## config.mk

```make
export PLATFORM = sky130hd
export DESIGN_NAME = irq_pins
export DESIGN_NICKNAME = d
export VERILOG_FILES = /design/src/irq_pins_pkg.sv /design/src/irq_pins.sv
export SDC_FILE = /design/constraint.sdc
export NUM_CORES = 1
export LEC_CHECK = 0
export ABC_CLOCK_PERIOD_IN_PS = 2570
export BUFFER_PORTS_ARGS = -buffer_cell sky130_fd_sc_hd__buf_2
export CAP_MARGIN = 10
export CORE_ASPECT_RATIO = 1.2
export CORE_MARGIN = 10
export CORE_UTILIZATION = 50
export DETAILED_ROUTE_END_ITERATION = 12
export GPL_TIMING_DRIVEN = 0
export PLACE_DENSITY = 0.78
export SETUP_SLACK_MARGIN = 0.3
export SYNTH_ARGS = -nofsm -noshare
export SYNTH_HDL_FRONTEND = slang
export SYNTH_SLANG_ARGS = --single-unit
export TNS_END_PERCENT = 1
```

## constraint.sdc

```tcl
create_clock -name clk_i -period 2.57 [get_ports clk_i]
set_input_delay 0.1285 -clock clk_i [delete_from_list [all_inputs] [get_ports clk_i]]
set_output_delay 0.1285 -clock clk_i [all_outputs]
set_load 0.01 [all_outputs]
```

## src/irq_pins_pkg.sv

```systemverilog
// package: constants and types for the external interrupt pin and acknowledge logic
package irq_pins_pkg;

	// apb register byte offsets
	localparam logic [11:0] polarity_offset = 12'h000;
	localparam logic [11:0] mask_offset     = 12'h004;
	localparam logic [11:0] pending_offset  = 12'h008;
	localparam logic [11:0] service_offset  = 12'h00C;

	// reset values
	localparam logic [3:0]  polarity_reset  = 4'h0;
	localparam logic [15:0] mask_reset      = 16'h0000;

	// interrupt numbering
	localparam int          irq_count       = 16;
	localparam int          fixed_count     = 4;
	localparam logic [3:0]  nmi_number      = 4'h1;
	localparam logic [3:0]  ext_first       = 4'h4;
	localparam int          ext_count       = 4;

	// fixed interrupts that may never be masked
	localparam logic [15:0] unmaskable      = 16'h000F;

	// acknowledge strobe length in clock cycles
	localparam logic [1:0]  ack_cycles      = 2'h1;

	// serviced interrupt report carried to the pins
	typedef struct packed {
		logic       ack;
		logic [3:0] number;
	} ack_report_t;

	typedef enum logic [1:0] {
		st_idle,
		st_ack,
		st_hold
	} svc_state_t;

endpackage

```

## src/irq_pins.sv

```systemverilog
// module: edge-detected external interrupts, nmi, priority arbiter, acknowledge and number
//
// Contract
// - four external inputs edge-detected, per-bit polarity
// - acknowledge pulses for every serviced interrupt
// - four-bit bus names serviced interrupt number
// - number valid whenever acknowledge is high
// - number equals service table position
// - sixteen priorities, zero highest, fifteen lowest
// - zero to three unmaskable; four up maskable
module irq_pins (
	// clock and reset
	input  wire logic        clk_i,
	input  wire logic        rst_i,
	// apb slave
	input  wire logic        psel_i,
	input  wire logic        penable_i,
	input  wire logic        pwrite_i,
	input  wire logic [11:0] paddr_i,
	input  wire logic [31:0] pwdata_i,
	output logic      [31:0] prdata_o,
	output logic             pready_o,
	output logic             pslverr_o,
	// interrupt sources
	input  wire logic        nmi_i,
	input  wire logic        ext_irq_in_a_i,
	input  wire logic        ext_irq_in_b_i,
	input  wire logic        ext_irq_in_c_i,
	input  wire logic        ext_irq_in_d_i,
	input  wire logic [15:0] int_src_i,
	// core side: ready to take an interrupt
	input  wire logic        core_ready_i,
	// acknowledge pins
	output logic             irq_ack_strobe_o,
	output logic [3:0]       serviced_irq_number_o
);

	logic [3:0]  ext_pins;
	logic [3:0]  ext_sync1_reg;
	logic [3:0]  ext_sync2_reg;
	logic [3:0]  ext_last_reg;
	logic [3:0]  ext_edge;
	logic        nmi_sync1_reg;
	logic        nmi_sync2_reg;
	logic        nmi_last_reg;
	logic        nmi_edge;
	logic [3:0]  ext_irq_edge_polarity_reg;
	logic [15:0] mask_reg;
	logic [15:0] pending_reg;
	logic [15:0] pending_next;
	logic [15:0] eligible;
	logic        grant_valid;
	logic [3:0]  grant_num;
	logic        take;
	logic        wr_en;
	logic        rd_en;
	logic        addr_ok;
	irq_pins_pkg::svc_state_t state_reg;
	irq_pins_pkg::ack_report_t report_reg;
	logic [3:0]  last_served_reg;

	assign ext_pins = {ext_irq_in_d_i, ext_irq_in_c_i, ext_irq_in_b_i, ext_irq_in_a_i};

	// two-flop synchronisers; only the second stage is examined
	always_ff @(posedge clk_i or posedge rst_i) begin
		if (rst_i) begin
			ext_sync1_reg <= 4'h0;
			ext_sync2_reg <= 4'h0;
			nmi_sync1_reg <= 1'b0;
			nmi_sync2_reg <= 1'b0;
		end else begin
			ext_sync1_reg <= ext_pins;
			ext_sync2_reg <= ext_sync1_reg;
			nmi_sync1_reg <= nmi_i;
			nmi_sync2_reg <= nmi_sync1_reg;
		end
	end

	// previous raw level; a polarity write alone then makes no edge
	always_ff @(posedge clk_i or posedge rst_i) begin
		if (rst_i) begin
			ext_last_reg <= 4'h0;
			nmi_last_reg <= 1'b0;
		end else begin
			ext_last_reg <= ext_sync2_reg;
			nmi_last_reg <= nmi_sync2_reg;
		end
	end

	// polarity bit 1 selects the falling edge
	assign ext_edge = (ext_sync2_reg ^ ext_irq_edge_polarity_reg) &
		~(ext_last_reg ^ ext_irq_edge_polarity_reg);
	assign nmi_edge = nmi_sync2_reg & ~nmi_last_reg;

	// apb decode, zero wait states
	assign addr_ok = (paddr_i == irq_pins_pkg::polarity_offset) ||
		(paddr_i == irq_pins_pkg::mask_offset) ||
		(paddr_i == irq_pins_pkg::pending_offset) ||
		(paddr_i == irq_pins_pkg::service_offset);
	assign wr_en = psel_i && penable_i && pwrite_i;
	assign rd_en = psel_i && !penable_i && !pwrite_i;

	always_ff @(posedge clk_i or posedge rst_i) begin
		if (rst_i) begin
			ext_irq_edge_polarity_reg <= irq_pins_pkg::polarity_reset;
			mask_reg                  <= irq_pins_pkg::mask_reset;
		end else if (wr_en) begin
			if (paddr_i == irq_pins_pkg::polarity_offset) begin
				ext_irq_edge_polarity_reg <= pwdata_i[3:0];
			end else if (paddr_i == irq_pins_pkg::mask_offset) begin
				mask_reg <= pwdata_i[15:0];
			end
		end
	end

	always_ff @(posedge clk_i or posedge rst_i) begin
		if (rst_i) begin
			prdata_o  <= 32'h0000_0000;
			pready_o  <= 1'b0;
			pslverr_o <= 1'b0;
		end else begin
			pready_o  <= psel_i && !penable_i;
			pslverr_o <= psel_i && !penable_i && !addr_ok;
			if (rd_en) begin
				if (paddr_i == irq_pins_pkg::polarity_offset) begin
					prdata_o <= {28'h000_0000, ext_irq_edge_polarity_reg};
				end else if (paddr_i == irq_pins_pkg::mask_offset) begin
					prdata_o <= {16'h0000, mask_reg};
				end else if (paddr_i == irq_pins_pkg::pending_offset) begin
					prdata_o <= {16'h0000, pending_reg};
				end else if (paddr_i == irq_pins_pkg::service_offset) begin
					prdata_o <= {27'h000_0000, state_reg != irq_pins_pkg::st_idle,
						last_served_reg};
				end else begin
					prdata_o <= 32'h0000_0000;
				end
			end
		end
	end

	// fixed interrupts ignore the mask
	assign eligible = pending_reg & (mask_reg | irq_pins_pkg::unmaskable);

	// lowest number wins
	always_comb begin
		grant_valid = 1'b0;
		grant_num   = 4'h0;
		for (int i = irq_pins_pkg::irq_count - 1; i >= 0; i--) begin
			if (eligible[i]) begin
				grant_valid = 1'b1;
				grant_num   = 4'(i);
			end
		end
	end

	assign take = grant_valid && core_ready_i && (state_reg == irq_pins_pkg::st_idle);

	// pending flags: a new event wins over the clear by service
	always_comb begin
		pending_next = pending_reg;
		if (take) begin
			pending_next[grant_num] = 1'b0;
		end
		for (int k = 0; k < irq_pins_pkg::irq_count; k++) begin
			if (k != int'(irq_pins_pkg::nmi_number)) begin
				pending_next[k] = pending_next[k] | int_src_i[k];
			end
		end
		pending_next[irq_pins_pkg::nmi_number] = pending_next[irq_pins_pkg::nmi_number] |
			nmi_edge;
		for (int k = 0; k < irq_pins_pkg::ext_count; k++) begin
			pending_next[int'(irq_pins_pkg::ext_first) + k] =
				pending_next[int'(irq_pins_pkg::ext_first) + k] | ext_edge[k];
		end
	end

	always_ff @(posedge clk_i or posedge rst_i) begin
		if (rst_i) begin
			pending_reg <= 16'h0000;
		end else begin
			pending_reg <= pending_next;
		end
	end

	// service sequencer: one acknowledge cycle, then one idle gap
	always_ff @(posedge clk_i or posedge rst_i) begin
		if (rst_i) begin
			state_reg       <= irq_pins_pkg::st_idle;
			report_reg      <= '0;
			last_served_reg <= 4'h0;
		end else begin
			case (state_reg)
				irq_pins_pkg::st_idle: begin
					report_reg.ack <= 1'b0;
					if (take) begin
						state_reg         <= irq_pins_pkg::st_ack;
						report_reg.ack    <= 1'b1;
						report_reg.number <= grant_num;
						last_served_reg   <= grant_num;
					end
				end
				irq_pins_pkg::st_ack: begin
					report_reg.ack <= 1'b0;
					state_reg      <= irq_pins_pkg::st_hold;
				end
				default: begin
					report_reg.ack <= 1'b0;
					state_reg      <= irq_pins_pkg::st_idle;
				end
			endcase
		end
	end

	assign irq_ack_strobe_o      = report_reg.ack;
	assign serviced_irq_number_o = report_reg.number;
endmodule

```

# After elaboration in Yosys (flattened, before gate mapping)
# Index checks and enable logic that the tools add are counted.
[word_totals]
output_inout_bits = 39
latchBits = 0
ramBits = 0
romBits = 0
elab_cells = 115
register_bits = 92
input_bits = 71
n_memories = 0
[classes]
muxes = 43
n_mul = 0
div = 0
n_reduce_logical = 20
bitwise = 30
shift = 0
add_sub_neg = 0
eq_ne = 5
magnitude_cmp = 2
[op_table]
columns = ["op", "count"]
rows = [
  ["16-bit two-way mux", 4],
  ["4-bit two-way mux", 16],
  ["16-bit AND", 2],
  ["12-bit by 4-bit equality test with 1-bit output (second input constant)", 2],
  ["1-bit bitwise OR", 20],
  ["1-bit two-way mux", 18],
  ["16-bit inverter", 1],
  ["12-bit by 3-bit equality test with 1-bit output (second input constant)", 1],
  ["12-bit logical NOT", 1],
  ["5-bit two-way mux", 2],
  ["1-bit logical AND", 8],
  ["4-bit bitwise XOR", 2],
  ["4-bit by 5-bit less-than comparator with 1-bit output (second input constant)", 1],
  ["4-bit AND", 1],
  ["1-bit demux with 4-bit select", 1],
  ["4-bit by 1-bit greater-or-equal comparator with 1-bit output (second input constant)", 1],
  ["4-bit inverter", 1],
  ["2-bit case mux with 2 select lines", 1],
  ["2-bit AND reduction", 2],
  ["1-bit logical NOT", 3],
  ["1-bit logical OR", 3],
  ["3-bit AND reduction", 1],
  ["2-bit by 1-bit equality test with 1-bit output (second input constant)", 1],
  ["2-bit logical NOT", 1],
  ["5 further kinds", 6],
]

# Logic depth before layout (Yosys ltp)
# Gate-level depths: netlist of the first run.
[logic_depth]
ltp_word = 26
ltp_mapped = 7
depth_no_buf = 6

# Worst setup path after synthesis of the first run
# Ideal clock, no wire load.
[synth_timing]
path_kind = "flip-flop to flip-flop"
startpoint = "reg pending_reg[7]"
endpoint = "reg pending_reg[12]"
synth_period_minus_slack_ps = 2043
required_ps = 2444
path_stages_with_launch = 7
arrival_ps = 1917
setup_ps = 126
path_buffers = 0
slack_ps = 527
path_cell_list = "dfrtp_1 a22o_2 o21ai_4 nor2_2 or3_4 or3_1 a221o_1"
[synth_between]
elab_chain_cells = 17
elab_cells_between_ends = 28
cone_classes = "order compare: 2; mux: 19; bitwise: 4; reduce/logical: 3"
[synth_rtl]
columns = ["element", "line_no", "source"]
rows = [
  ["start, declared", "irq_pins.sv:49", "logic [15:0] pending_reg;"],
  ["start signal, assigned", "irq_pins.sv:181", "pending_reg <= pending_next;"],
  ["16-bit AND (*)", "irq_pins.sv:142", "assign eligible = pending_reg & (mask_reg | irq_pins_pkg::unmaskable);"],
  ["4-bit two-way mux (8 in a row)", "irq_pins.sv:149", "if (eligible[i]) begin"],
  ["4-bit by 5-bit less-than comparator with 1-bit output (not written as such) / 4-bit by 1-bit greater-or-equal comparator with 1-bit output (equally long branches)", "irq_pins.sv:162", "pending_next[grant_num] = 1'b0;"],
  ["1-bit logical AND (not written as such)", "irq_pins.sv:162", ""],
  ["1-bit two-way mux (not written as such)", "irq_pins.sv:162", ""],
  ["1-bit demux with 4-bit select", "irq_pins.sv:162", ""],
  ["16-bit inverter (no line)", "--", ""],
  ["16-bit AND (no line)", "--", ""],
  ["16-bit two-way mux (*)", "irq_pins.sv:161", "if (take) begin"],
  ["1-bit bitwise OR (*)", "irq_pins.sv:166", "pending_next[k] = pending_next[k] | int_src_i[k];"],
  ["via pending_next[12]", "irq_pins.sv:50", "logic [15:0] pending_next;"],
]
# The timed path passes the listed nets; every way through them passes the cells marked *.
# A chain may end at the register's enable or synchronous reset.

# Worst setup path in the final report of the first run
# Ends and elaborated chain as after synthesis.

==> results of run 1 <==
[cell usage after synthesis (3+ instances only)]
| cell type | number | area (um2) |
|---|---|---|
| nor2b_1 | 9 | 56.3 |
| and2_1 | 3 | 18.8 |
| nand3_1 | 4 | 20.0 |
| dfrtp_1 | 76 | 1900 |
| nand2b_1 | 5 | 31.3 |
| o21ai_0 | 13 | 65.1 |
| inv_1 | 7 | 26.3 |
| a22oi_2 | 3 | 37.5 |
| nor4_1 | 4 | 25.0 |
| nor2_1 | 17 | 63.8 |
| a22oi_1 | 15 | 113 |
| or3_1 | 3 | 18.8 |
| a221o_1 | 4 | 40.0 |
| mux4_2 | 4 | 90.1 |
| clkbuf_1 | 9 | 33.8 |
| mux2_2 | 19 | 214 |
| a21oi_1 | 8 | 40.0 |
| nand2_1 | 41 | 154 |
| o31ai_1 | 13 | 97.6 |
| buf_4 | 17 | 128 |
[final cells by class]
class / instances / area (um2)
fill: 544 / 2390
inverter: 8 / 32.5
buffer: 27 / 165
sequential: 76 / 1900
tap: 87 / 109
timing repair buffer: 94 / 571
clock inverter: 4 / 25.0
multi-input combinational: 210 / 1430
clock buffer: 11 / 151
[stage by stage]
| step | hold WS [ns] | setup TNS [ns] |
|---|---|---|
| after floorplan | 0.160 | 0 |
| after global placement | 0.236 | -22.21 |
| after detailed placement | 0.238 | 0 |
| after CTS | 0.000386 | 0 |
| after global routing | 0.00376 | 0 |
| final | -0.0365 | 0 |
[logic make-up after synthesis]
logic type             Yosys count
AND/OR/NAND/NOR                 95
flip-flops                      76
AO/OA/AOI/OAI                   75
buffers and inverters           35
multiplexers                    24
other                            1
[final timing paths]
path | cells after the start | start | endpoint | slack, ns
max in group asynchronous | 2 | rst_i | mask_reg[11] | 2.02
min in group clk_i | 2 | pwdata_i[13] | mask_reg[13] | 0.01
hold / removal | 2 | rst_i | prdata_o[2] | -0.04
setup / recovery | 6 | pending_reg[7] | pending_reg[12] | 0.30
setup reg to reg | 6 | pending_reg[7] | pending_reg[12] | 0.30
hold reg to reg | 0 | ext_sync1_reg[2] | ext_sync2_reg[2] | 0.35
[metal layers]
metal	global-route usage	vias up
met1	0.173	1339
met3	0.0542	16
met4	0.0552	0
met2	0.262	103
li1	-	1320
met5	0	-
[what timing repair did]
item,in CTS,in global routing
hold buffers,19,1
setup endpoints to repair,0,6
resized for setup,0,1
hold endpoints to repair,19,1
[critical path: cells and delay by family, from the launching register on]
kind / cells / cell delay, ns
compound gates: 3 / 0.86
flops: 1 / 0.46
simple gates: 3 / 0.81
[power by group]
part           internal (W)  switching (W)
Combinational      0.000105       0.000125
Clock              0.000394       0.000416
Sequential          0.00122      0.0000151
==> results.tsv, run 1 <==
stage	metric	value	unit
layout	Non-Filler Instances	517	
timing	crit share post-route	0.882	
critical_path	Crit path required time	2.80	ns
run_status	run status	complete, but fails checks	
clock_network	CTS Sinks	76	
floorplanning	Die Wd	96.0	um
logic_synthesis	Cell Area, Synth	3460	um2
clock_network	CTS tree	done	
global_routing	largest net degree at the start of global routing	77	
placed_design	Port Buffer Count	74	
drt	1st-iter DRT viols	222	
logic_synthesis	Post-synth EDFFs	0	
drt	DRC errors left	0	
critical_path	crit path max fanout	6	
hold_path	Worst Hold Class	in -> async	
clock_network	CTS root buffer	clkbuf_8	
layout	post-route cell area	4390	um2
global_routing	first-pass GRT wire length	13.0	mm
timing	Hold WS	-0.0365	ns
logic_synthesis	Syn Area/Cell	11.3	um2
drt	DRT antenna net count	0	
floorplanning	Row Count	33	
drt	via/cell ratio	5.37	
logic_synthesis	multiplexer share of the synthesized area	0.0910	
placed_design	Routability Congestion	0.874	
critical_path	Worst setup EP type	flop	
timing	worst relative slew slack	0.407	
logic_synthesis	ys async rst share	1.00	
layout	Final Util	0.648	
placed_design	Cell Area, Placed	4000	um2
logic_synthesis	Synth Area in XOR/XNOR	0	
timing	Hold Vio Cnt, Final	57	
logic_synthesis	synthesized flop and latch total	76	
drt	Vias	2778	
timing	Final min period	2.27	ns
timing	final worst slack	0.303	ns
layout	final-stage net count	497	
logic_synthesis	Syn. warnings	0	
drt	wl on met1	3.26	mm
timing	Slew @ Worst Pin	0.890	ns
global_routing	grt ovf	0	
drt	WL met2	4.35	mm
drt	met3 wire len	828	um
timing	final count of negative-setup-slack endpoints	0	
drt	final WL	8.57	mm
clock_network	clock-pin slew on the worst setup and hold paths	0.08	ns
placed_design	DP Worst Slack	0.228	ns
critical_path	Setup CP Type	reg -> reg	
floorplanning	Initial Utilization	0.512	
timing	unrepaired setup endpoints after global routing	yes	
clock_network	CTS buffer count	9	
logic_synthesis	Compound-Gate Fraction of Synth Area	0.168	
run_status	failing checks	hold timing	
global_routing	initial antenna violation count	0	
floorplanning	Die H	111	um
clock_network	Clock Path Buffers	2	
timing	Clock Skews	0.0101	ns
logic_synthesis	Post-Synth Adder-Cell Area	0	
critical_path	CP max-delay cell	dfrtp_1	
clock_network	worst skew pair latency	0.35	ns
global_routing	vias in the first global route	2750	
flow_run	Max Cap Viol	0	
power_and_ir_drop	VDD IR max	0.000453	V
critical_path	critical path, cell by cell	a22oi_2 -> o211a_4 -> nor2_2 -> or3_4 -> or3_1 -> a221o_1	
layout	commonest non-fill, non-tap cell in the layout	dfrtp_1	
power_and_ir_drop	PD cells	520	nW/um2
timing	max-slew violations	0	
timing	Achievable Freq	441	MHz
logic_synthesis	Mapped Cells	306	
logic_synthesis	Seq/Total Area, Yosys	0.549	
layout	area grow syn2layout	26.6	%
drt	max layer used	met4	
clock_network	# Post-CTS Setup Buffers	0	
logic_synthesis	top_reg_cell synth	dfrtp_1	
layout	layout cell share with drive strength beyond 1	0.337	
placed_design	dpl hpwl	6.52	mm
placed_design	Cell Count Post-Placement	482	
critical_path	worst endpoint data arrival time	2.50	ns
critical_path	CP startpoint kind	flop	
logic_synthesis	largest family of logic cells by synthesized area	compound AO/OA/AOI/OAI gates	
logic_synthesis	Simple-Gate Fraction of Synth Area	0.135	
floorplanning	Top Ports	110	
floorplanning	CORE AREA	6770	um2
power_and_ir_drop	Lkg Pwr	2.05	nW
logic_synthesis	Synth cell types	46	
clock_network	number of H-tree levels	3	
drt	WL/cell	16.6	um
critical_path	CP max stage delay	0.46	ns
drt	First-pass DRT Iterations	4	
layout	most frequent cells in the layout	dfrtp_1, buf_2, nand2_1	
layout	ant diodes	0	
power_and_ir_drop	Design Power	0.00228	W
global_routing	Total GRT Usage	0.155	
floorplanning	die area	10700	um2
(Power assumes the default switching activity.)
==> run 2: changes to the inputs <==
- CELL_PAD_IN_SITES_DETAIL_PLACEMENT: not set -> 1
- CELL_PAD_IN_SITES_GLOBAL_PLACEMENT: not set -> 1
- CORE_MARGIN: 10 -> not set
- CORE_UTILIZATION: 50 -> 39
- PLACE_DENSITY: 0.78 -> 0.79
- RECOVER_POWER: not set -> 100
==> run 2 against run 1 <==
  * The flow now finishes without violations
  * Hold slack better by 0.049 ns
  * Via count up 2.2%
  * Cell area up 2.6%
  * Critical path depth unchanged
  * Wire length up 6.3%
  * Sequential power about the same
  * Register-to-register slack worse by 0.07 ns
==> results.tsv, run 2 (synthesis gave the netlist of run 1 again) <==
stage	metric	value	unit
run_status	run status	finished clean	
layout	Non-Filler Instances	555	
clock_network	CTS root buffer	clkbuf_8	
floorplanning	Die Wd	88.0	um
critical_path	capture point of the worst reg-to-reg path	pending_reg[12]	
layout	post-route cell area	4500	um2
global_routing	Total GRT Usage	0.211	
placed_design	dpl hpwl	6.64	mm
placed_design	Cell Count Post-Placement	513	
timing	final count of negative-setup-slack endpoints	0	
hold_path	worst hold path endpoint	mask_reg[15]	
layout	area grow syn2layout	29.9	%
timing	max-slew violations	0	
critical_path	CP startpoint kind	flop	
global_routing	vias in the first global route	2984	
critical_path	worst endpoint data arrival time	2.57	ns
critical_path	R2R depth	6	
critical_path	setup slack, reg-to-reg	0.23	ns
timing	Hold Vio Cnt, Final	0	
drt	First-pass DRT Iterations	5	
placed_design	Cell Area, Placed	4070	um2
drt	DRC errors left	0	
hold_path	Hold Path Depth	2	
layout	fillers	1014	
flow_run	Max Cap Viol	0	
power_and_ir_drop	PD cells	553	nW/um2
floorplanning	Die H	105	um
drt	via/cell ratio	5.11	
timing	Final min period	2.34	ns
layout	Final Util	0.523	
drt	WL/cell	16.4	um
clock_network	CTS tree	done	
timing	Slew @ Worst Pin	1.36	ns
critical_path	RR Startpoint	pending_reg[7]	
clock_network	worst skew pair latency	0.35	ns
hold_path	Worst Hold Launch	pwdata_i[15]	
floorplanning	die area	9270	um2
floorplanning	Top Ports	110	
clock_network	CTS buffer count	9	
hold_path	Worst Hold Class	in -> reg	
global_routing	first-pass GRT wire length	14.7	mm
clock_network	Clock Path Buffers	2	
layout	layout cell share with drive strength beyond 1	0.272	
timing	Clock Skews	0.00749	ns
drt	Vias	2838	
clock_network	CTS Sinks	76	
clock_network	number of H-tree levels	3	
power_and_ir_drop	VDD IR max	0.000427	V
timing	worst relative slew slack	0.0911	
timing	unrepaired setup endpoints after global routing	yes	
floorplanning	Initial Utilization	0.402	
floorplanning	Row Count	37	
critical_path	Crit path required time	2.80	ns
floorplanning	CORE AREA	8610	um2
timing	crit share post-route	0.911	
global_routing	grt ovf	0	
layout	ant diodes	0	
power_and_ir_drop	Lkg Pwr	2.01	nW
drt	final WL	9.11	mm
timing	Achievable Freq	427	MHz
placed_design	Routability Congestion	0.842	
placed_design	Port Buffer Count	74	
layout	final-stage net count	504	
drt	1st-iter DRT viols	119	
drt	DRT antenna net count	0	
clock_network	clock-pin slew on the worst setup and hold paths	0.08	ns
critical_path	Crit. Startpoint	pending_reg[7]	
layout	commonest non-fill, non-tap cell in the layout	dfrtp_1	
critical_path	crit path max fanout	6	
global_routing	largest net degree at the start of global routing	49	
layout	most frequent cells in the layout	dfrtp_1, buf_2, nand2_1	
critical_path	Worst setup EP type	flop	
global_routing	initial antenna violation count	0	
critical_path	Setup CP Type	reg -> reg	
-- run 2: cell types whose count changed in the layout (fill, tap and decap cells not counted), sizes merged --
cell,delta
dlygate4sd3,+5
buf,-24
inv,-1
clkbuf,+26
clkinv,+1
clkinvlp,-1
bufinv,+2
-- run 2: layer usage --
layer	GRT usage	wire, um	vias up
li1	-	-	1334
met4	0.0634	187	0
met1	0.254	3780	1414
met2	0.370	4790	72
met5	0	0	-
met3	0.0486	355	18
-- run 2: repair_timing --
item / in CTS / in global routing
hold buffers: 22 / 3
pin swaps: 1 / 0
hold endpoints to repair: 49 / 3
endpoints found under the setup margin: 1 / 9
resized for setup: 0 / 1
buffers inserted: 1 / 0
-- run 2: worst max-delay path by stage --
stage,end
CTS,pending_reg[12]
finish,pending_reg[12]
global placement,pending_reg[11]
floorplan,ext_irq_edge_polarity_reg[0]
detailed placement,mask_reg[3]
global route,pending_reg[12]
-- run 2: critical path, stage by stage (launching register included) --
cell and delay [ns]:
dfrtp_1 0.46, a22o_2 0.31, o21ai_4 0.18, nor2_1 0.11, or3_1 0.42, or3_1 0.41, a221o_1 0.33
-- run 2: per-stage QoR --
stage,hold slack (ns),TNS (ns),power (W),setup WS [ns]
detailed placement,0.148,0,0.00148,0.180
floorplan,0.160,0,0.00138,0.503
global placement,0.237,-26.34,0.00147,-0.349
CTS,0.00146,0,0.00251,0.304
finish,0.0128,0,0.00249,0.229
global route,0.00572,0,0.00260,0.156
-- run 2: layout make-up --
cell class,instances,area [um2],area share
Inverter,8,31.3,0.00695
Timing Repair Buffer,101,626,0.139
Multi-Input combinational cell,210,1420,0.315
Tap cell,117,146,0.0325
Clock buffer,11,141,0.0314
Buffer,27,163,0.0361
Sequential cell,76,1900,0.423
Clock inverter,5,75.1,0.0167
-- run 2: report_power, final --
| part | total (W) | switching, W | internal [W] |
|---|---|---|---|
| Clock | 0.00101 | 0.000436 | 0.000569 |
| Combinational | 0.000242 | 0.000131 | 0.000111 |
| Sequential | 0.00124 | 0.0000162 | 0.00122 |
